[src/rtl/slr_pkg.sv]
// constants shared by the link lock recovery block
package slr_pkg;
	// ------------------------------------------------------------
	// framing
	// ------------------------------------------------------------
	localparam int          WORD_W           = 10;
	localparam int          FRAME_BITS       = WORD_W + 2;
	localparam logic [11:0] TRAINING_PATTERN = 12'hfc0;
	localparam int          START_BIT_POS    = FRAME_BITS - 1;
	localparam int          END_BIT_POS      = 0;

	// ------------------------------------------------------------
	// lock policy
	// ------------------------------------------------------------
	localparam int LOSS_FRAMES      = 4;
	localparam int RAND_LOCK_FRAMES = 8;

	// ------------------------------------------------------------
	// timing
	// ------------------------------------------------------------
	localparam int CLK_PERIOD_NS = 25;
	localparam int LOCK_TIME_NS  = 2000;
	localparam int LOCK_TIME_CYC = LOCK_TIME_NS / CLK_PERIOD_NS;
	localparam int IDLE_TIME_NS  = 1600;
	localparam int IDLE_CYC      = (IDLE_TIME_NS / CLK_PERIOD_NS < 1) ? 1
	                               : IDLE_TIME_NS / CLK_PERIOD_NS;

	// ------------------------------------------------------------
	// states
	// ------------------------------------------------------------
	typedef enum logic [1:0] {
		ST_HUNT   = 2'b00,
		ST_CHECK  = 2'b01,
		ST_LOCKED = 2'b10
	} slr_state_t;
endpackage

[src/rtl/slr_word_if.sv]
// word stream between lock logic and output buffer
`timescale 1ns/1ps
`default_nettype none
interface slr_word_if #(parameter int WIDTH = 10);
	logic             valid;
	logic             ready;
	logic [WIDTH-1:0] data;
	modport src (output valid, output data, input ready);
	modport snk (input valid, input data, output ready);
endinterface
`default_nettype wire

[src/rtl/slr_word_buf.sv]
// small valid/ready buffer for recovered words
`timescale 1ns/1ps
`default_nettype none
module slr_word_buf #(
	parameter int WIDTH = 10,
	parameter int DEPTH = 2
) (
	// clock and reset
	input  wire logic             sys_clk,
	input  wire logic             rst,
	// fill side
	slr_word_if.snk               fill,
	// drain side
	output logic                  out_valid,
	input  wire logic             out_ready,
	output logic [WIDTH-1:0]      out_data
);
	localparam int PW = (DEPTH > 1) ? $clog2(DEPTH) : 1;

	logic [WIDTH-1:0] mem_q [DEPTH];
	logic [WIDTH-1:0] mem_d [DEPTH];
	logic [PW-1:0]    wr_q, wr_d, rd_q, rd_d;
	logic [PW:0]      cnt_q, cnt_d;
	logic             push, pop;

	function automatic logic [PW-1:0] nxt(input logic [PW-1:0] p);
		return (p == PW'(DEPTH - 1)) ? '0 : p + PW'(1);
	endfunction

	assign fill.ready = (cnt_q != (PW+1)'(DEPTH));
	assign out_valid  = (cnt_q != '0);
	assign out_data   = mem_q[rd_q];
	assign push       = fill.valid && fill.ready;
	assign pop        = out_valid && out_ready;

	always_comb begin
		mem_d = mem_q;
		wr_d  = wr_q;
		rd_d  = rd_q;
		cnt_d = cnt_q;
		if (push) begin
			mem_d[wr_q] = fill.data;
			wr_d        = nxt(wr_q);
		end
		if (pop)
			rd_d = nxt(rd_q);
		if (push && !pop)
			cnt_d = cnt_q + (PW+1)'(1);
		else if (pop && !push)
			cnt_d = cnt_q - (PW+1)'(1);
	end

	always_ff @(posedge sys_clk) begin
		if (rst) begin
			wr_q  <= '0;
			rd_q  <= '0;
			cnt_q <= '0;
			for (int i = 0; i < DEPTH; i++)
				mem_q[i] <= '0;
		end else begin
			wr_q  <= wr_d;
			rd_q  <= rd_d;
			cnt_q <= cnt_d;
			mem_q <= mem_d;
		end
	end
endmodule
`default_nettype wire

[src/rtl/slr_lock_recovery.sv]
// receive-side framing, lock acquisition and loss-of-lock handling
`timescale 1ns/1ps
`default_nettype none
module slr_lock_recovery
	import slr_pkg::*;
#(
	parameter int BUF_DEPTH  = 2,
	parameter int LOSS_N     = LOSS_FRAMES,
	parameter int RAND_N     = RAND_LOCK_FRAMES,
	parameter int IDLE_N     = IDLE_CYC
) (
	// clock and reset
	input  wire logic              sys_clk,
	input  wire logic              rst,
	// serial link pins
	input  wire logic              local_reference_clock,
	input  wire logic              link_data_in,
	input  wire logic              sleep_request_n,
	// lock status
	output logic                   lock_n,
	// recovered words
	output logic [WORD_W-1:0]      recovered_word_out,
	output logic                   recovered_word_oe,
	output logic                   word_valid,
	input  wire logic              word_ready,
	output logic                   word_overrun
);
	// ------------------------------------------------------------
	// pin synchronisers and bit strobe
	// ------------------------------------------------------------
	logic [1:0] clk_sync_q, dat_sync_q, slp_sync_q;
	logic       clk_prev_q;
	logic       bit_stb;
	logic       bit_val;
	logic       awake;

	always_ff @(posedge sys_clk) begin
		if (rst) begin
			clk_sync_q <= '0;
			dat_sync_q <= '0;
			slp_sync_q <= '0;
			clk_prev_q <= 1'b0;
		end else begin
			clk_sync_q <= {clk_sync_q[0], local_reference_clock};
			dat_sync_q <= {dat_sync_q[0], link_data_in};
			slp_sync_q <= {slp_sync_q[0], sleep_request_n};
			clk_prev_q <= clk_sync_q[1];
		end
	end

	assign bit_stb = clk_sync_q[1] && !clk_prev_q;
	assign bit_val = dat_sync_q[1];
	assign awake   = slp_sync_q[1];

	// ------------------------------------------------------------
	// framing and lock state
	// ------------------------------------------------------------
	localparam int CW = $clog2(FRAME_BITS);
	localparam int GW = $clog2(RAND_N + 1);
	localparam int LW = $clog2(LOSS_N + 1);
	localparam int IW = $clog2(IDLE_N + 1);

	slr_state_t            st_q, st_d;
	logic [FRAME_BITS-1:0] sr_q, sr_d;
	logic [CW-1:0]         bit_q, bit_d;
	logic [GW-1:0]         good_q, good_d;
	logic [LW-1:0]         bad_q, bad_d;
	logic [IW-1:0]         idle_q, idle_d;
	logic                  seen_q, seen_d;
	logic                  push;
	logic [WORD_W-1:0]     push_data;
	logic                  ovr_d, ovr_q;

	slr_word_if #(.WIDTH(WORD_W)) word_bus ();

	function automatic logic clk_bits_ok(input logic [FRAME_BITS-1:0] f);
		return f[START_BIT_POS] && !f[END_BIT_POS];
	endfunction

	always_comb begin
		st_d      = st_q;
		sr_d      = sr_q;
		bit_d     = bit_q;
		good_d    = good_q;
		bad_d     = bad_q;
		idle_d    = idle_q;
		seen_d    = seen_q;
		push      = 1'b0;
		push_data = sr_q[WORD_W:1];
		ovr_d     = 1'b0;
		if (bit_stb) begin
			sr_d   = {sr_q[FRAME_BITS-2:0], bit_val};
			idle_d = '0;
			seen_d = 1'b1;
			bit_d  = (bit_q == CW'(FRAME_BITS - 1)) ? '0 : bit_q + CW'(1);
			push_data = sr_d[WORD_W:1];
			case (st_q)
				ST_HUNT: begin
					// slide one bit at a time until framing is found
					if (sr_d == TRAINING_PATTERN) begin
						st_d  = ST_LOCKED;
						bit_d = '0;
						bad_d = '0;
					end else if (clk_bits_ok(sr_d)) begin
						st_d   = ST_CHECK;
						bit_d  = '0;
						good_d = GW'(1);
					end
				end
				ST_CHECK: begin
					// a training pattern wins over the frame under test
					if (sr_d == TRAINING_PATTERN) begin
						st_d  = ST_LOCKED;
						bit_d = '0;
						bad_d = '0;
					end else if (bit_q == CW'(FRAME_BITS - 1)) begin
						if (!clk_bits_ok(sr_d)) begin
							st_d = ST_HUNT;
						end else if (good_q == GW'(RAND_N - 1)) begin
							st_d  = ST_LOCKED;
							bad_d = '0;
						end else begin
							good_d = good_q + GW'(1);
						end
					end
				end
				ST_LOCKED: begin
					if (bit_q == CW'(FRAME_BITS - 1)) begin
						// words around a loss of lock still go out
						push = 1'b1;
						if (clk_bits_ok(sr_d)) begin
							bad_d = '0;
						end else if (bad_q == LW'(LOSS_N - 1)) begin
							st_d = ST_HUNT;
							bad_d = '0;
						end else begin
							bad_d = bad_q + LW'(1);
						end
					end
				end
				default: st_d = ST_HUNT;
			endcase
		end else if (idle_q != IW'(IDLE_N)) begin
			idle_d = idle_q + IW'(1);
		end else begin
			st_d   = ST_HUNT;
			seen_d = 1'b0;
		end
		if (!awake) begin
			st_d   = ST_HUNT;
			seen_d = 1'b0;
			push   = 1'b0;
		end
		if (push && !word_bus.ready)
			ovr_d = 1'b1;
	end

	assign word_bus.valid = push;
	assign word_bus.data  = push_data;

	always_ff @(posedge sys_clk) begin
		if (rst) begin
			st_q   <= ST_HUNT;
			sr_q   <= '0;
			bit_q  <= '0;
			good_q <= '0;
			bad_q  <= '0;
			idle_q <= '0;
			seen_q <= 1'b0;
			ovr_q  <= 1'b0;
		end else begin
			st_q   <= st_d;
			sr_q   <= sr_d;
			bit_q  <= bit_d;
			good_q <= good_d;
			bad_q  <= bad_d;
			idle_q <= idle_d;
			seen_q <= seen_d;
			ovr_q  <= ovr_d;
		end
	end

	// ------------------------------------------------------------
	// outputs
	// ------------------------------------------------------------
	logic locked;

	assign locked            = (st_q == ST_LOCKED) && seen_q;
	assign lock_n            = !locked;
	assign recovered_word_oe = locked;
	assign word_overrun      = ovr_q;

	slr_word_buf #(
		.WIDTH (WORD_W),
		.DEPTH (BUF_DEPTH)
	) u_buf (
		.sys_clk   (sys_clk),
		.rst       (rst),
		.fill      (word_bus.snk),
		.out_valid (word_valid),
		.out_ready (word_ready),
		.out_data  (recovered_word_out)
	);
endmodule
`default_nettype wire

[config.mk]
export PLATFORM = sky130hd
export DESIGN_NAME = slr_lock_recovery
export DESIGN_NICKNAME = d
export VERILOG_FILES = /design/src/rtl/slr_pkg.sv /design/src/rtl/slr_word_if.sv /design/src/rtl/slr_word_buf.sv /design/src/rtl/slr_lock_recovery.sv
export SDC_FILE = /design/constraint.sdc
export NUM_CORES = 1
export LEC_CHECK = 0
export ABC_AREA = 1
export ABC_CLOCK_PERIOD_IN_PS = 2500
export BUFFER_PORTS_ARGS = -buffer_cell sky130_fd_sc_hd__buf_2
export CORE_MARGIN = 5
export CORE_UTILIZATION = 30
export DETAILED_ROUTE_END_ITERATION = 6
export PLACE_DENSITY = 0.52
export SLEW_MARGIN = 40
export SYNTH_ARGS = -nofsm -noshare
export SYNTH_HDL_FRONTEND = slang
export SYNTH_SLANG_ARGS = --single-unit
[constraint.sdc]
create_clock -name sys_clk -period 2.5 [get_ports sys_clk]
set_input_delay 0.5 -clock sys_clk [delete_from_list [all_inputs] [get_ports sys_clk]]
set_output_delay 0.5 -clock sys_clk [all_outputs]
set_load 0.1 [all_outputs]
==> reports/metrics.cfg <==
[detailed_routing]
num_vias=2489
drt-pass1-iter-count=4
post_drt_wl_per_cell_um=10.7
route.detailed.drc=0
wl_mm=6.00
drt_iter0_markers=108
vias_per_cell=4.43
ant_nets=0

[worst_hold_path]
hp-class=in -> reg
worstHoldEndpoint=dat_sync_q[0]$_SDFF_PP0_
worstHoldStart=link_data_in
min_path_cells=3

[cts]
post_cts_buffers=0
cts.htree.levels=3
hold_buffers=0
clockBufferDepth=2
cts_tree=yes
cts_made_buffers=9
path_clk_slew_ns=0.07
cts-resized-gates=0
numClockSinks=64
clock-root-buffer=clkbuf_8
clock_latency_ns=0.34

[global_routing]
antenna_found_initial=0
grtUsageTotal_pct=11.2
grt_max_degree=22
grt-ovfl-total=0
grt_pass1_wl_mm=10.6
grt_pass1_vias=2359

[final_layout]
multi_input_area_mm2=0.00134
register_area_mm2=0.00128
syn_to_final_growth_pct=15.3
finish.instance_area_mm2=0.00338
num-fill-cells=1050
final_core_util_pct=35.1
drive_gt1_share_pct=14.7
diodes=0
nets=436

[synthesis]
synthCells=402
synthTopCellsByCount=nand2_1, dfxtp_1, inv_1
synth.avg_cell_area_um2=7.30
yosysTopAreaCellShare_pct=43.6
ys.flop_type=dfxtp_1
yosys.cell_types.count=37
yosys-top-cells-area=dfxtp_1, nand2_1, inv_1
synth_nets=414
synth_async_sr_flop_share_pct=0
ys_ff_latch=64
syn_area_mm2=0.00294
synth_edf_count=0
synth_area_leader_cell=dfxtp_1
synth.most_common_cell=nand2_1
ys_seq_area_share_pct=43.6
yosys_warnings=0

[sta]
finalCritPeriodShare_pct=89.1
worst_pin_slew_ns=0.612
rsz0062_at_grt=no
fin_skew_ns=0.00816
timing.fmax_mhz=449
max_slew_margin_pct=59.1
hold_violations=0
fin_crit_ns=2.23
drv_slew=0
setup_viol_count_final=0

[setup_path]
worstPathRequired_ns=2.00
cp-start-kind=register
reg2reg_depth=10
arrival_ns=1.73
reg2reg_slack_ns=0.59
cp_cell_sequence=nand2_1 -> o21ai_0 -> buf_2
r2r_start=bit_q[1]$_SDFFE_PP0N_
end_kind=primary output
slowest_stage=dfxtp_1
path_max_fanout=21
slowest_delay_ns=0.71
worstSetupPathType=reg -> out
regToRegEndpoint=u_buf.cnt_q[1]$_SDFFE_PP0P_

[pwr]
ir_drop_mv=0.304
p_leak_nw=1.36
p_clk_share_pct=44.8
p_sw_w=0.000538
comb_power_share_pct=6.5
switching_share_pct=24.7
internal_power_w=0.00164
p_seq_share_pct=48.8
power_density_mw_per_mm2=644

[floorplanning]
coreArea_mm2=0.00964
die_area_mm2=0.0119
pin_count=20
rows=36
die_y_um=109
start_util_pct=30.5
die_x_um=109

[status]
status=finished, final reports clean

[place]
post_dp_cell_area_mm2=0.00316
port_buffers=19
dp_hpwl_mm=4.28
place_congestion=0.797

[job]
maxCapViolCount=0

-- per-stage QoR --
stage | instances | hold slack (ns) | TNS (ns) | power, W | setup WS [ns]
2_1_floorplan | 402 | 0.388 | -6.05 | 0.00119 | -0.593
3_3_place_gp | 546 | 0.395 | 0 | 0.00123 | 0.615
3_5_place_dp | 546 | 0.396 | 0 | 0.00123 | 0.601
4_1_cts | 562 | 0.345 | 0 | 0.00222 | 0.237
5_1_grt | 562 | 0.358 | 0 | 0.00228 | 0.0618
6_report | 562 | 0.362 | 0 | 0.00218 | 0.271
-- registers in the layout (all words and copies together) (netlist names) --
signal,count
u_buf.rd_q,1
idle_q,7
seen_q,1
good_q,4
u_buf.wr_q,1
bit_q,4
u_buf.mem_q,20
slp_sync_q,2
clk_sync_q,2
u_buf.cnt_q,2
clk_prev_q,1
word_overrun,1
sr_q,11
st_q,2
bad_q,3
dat_sync_q,2
-- power by group through the flow --
stage	registers (W)	logic (W)	clock network (W)
6_report	0.00106	0.000141	0.000976
5_1_grt	0.00107	0.000161	0.00106
4_1_cts	0.00106	0.000143	0.00101
3_5_place_dp	0.00109	0.000143	0
3_3_place_gp	0.00109	0.000142	0
2_1_floorplan	0.00108	0.000118	0
-- cell families after synthesis --
| kind of cell | Yosys count | synth area share, % |
|---|---|---|
| buf+inv | 79 | 10.8 |
| compound gates | 89 | 15.8 |
| xor+xnor | 3 | 0.895 |
| fa+ha+maj | 6 | 2.56 |
| mux | 1 | 0.341 |
| simple gates | 160 | 25.9 |
| flops | 64 | 43.6 |
-- worst max path at each step --
stage | startpoint | end | slack (ns)
4_1_cts | u_buf.rd_q$_SDFFE_PP0P_ | recovered_word_out[0] | 0.24
2_1_floorplan | u_buf.rd_q$_SDFFE_PP0P_ | recovered_word_out[0] | -0.59
3_5_place_dp | bit_q[0]$_SDFFE_PP0N_ | u_buf.cnt_q[1]$_SDFFE_PP0P_ | 0.60
6_report | u_buf.rd_q$_SDFFE_PP0P_ | recovered_word_out[0] | 0.27
5_1_grt | u_buf.rd_q$_SDFFE_PP0P_ | recovered_word_out[3] | 0.06
3_3_place_gp | bit_q[0]$_SDFFE_PP0N_ | u_buf.cnt_q[1]$_SDFFE_PP0P_ | 0.62
-- layout make-up --
class / instances / share of cell area [%]
multi-input cells: 259 / 39.6
flip-flops and latches: 64 / 37.9
inverters: 67 / 7.43
well taps: 133 / 4.92
repair buffers: 23 / 3.70
clock buffers: 9 / 3.66
clock inverters: 7 / 2.85
-- layer usage --
metal | vias up | wire length [um] | track usage, %
met5 | - | 0 | 0
met1 | 1084 | 3030 | 14.4
met3 | 10 | 274 | 2.96
met2 | 57 | 2570 | 17.3
met4 | 0 | 125 | 5.68
li1 | 1338 | - | -
-- critical path: cells and delay by family (launching register included) --
kind	cells	cell delay [ns]
buf+inv	1	0.45
compound gates	1	0.10
simple gates	1	0.12
flops	1	0.71
-- cell usage in the layout, fill, tap and decap left out, types with 2 or more instances in the layout --
master,n
a21oi_1,43
clkbuf_8,9
nand3_2,2
buf_4,4
dfxtp_1,64
xnor2_1,2
buf_2,19
nand2_1,80
nand3_1,10
o22ai_1,2
nor2_2,3
nor3_2,3
clkinvlp_4,3
nor3_1,6
inv_2,6
nand2_2,2
o21ai_0,37
nand4_1,10
inv_1,60
ha_1,6
nor3b_1,2
nor2_4,2
bufinv_16,2
nor2_1,34
o21ai_1,3
(Power assumes the default switching activity.)
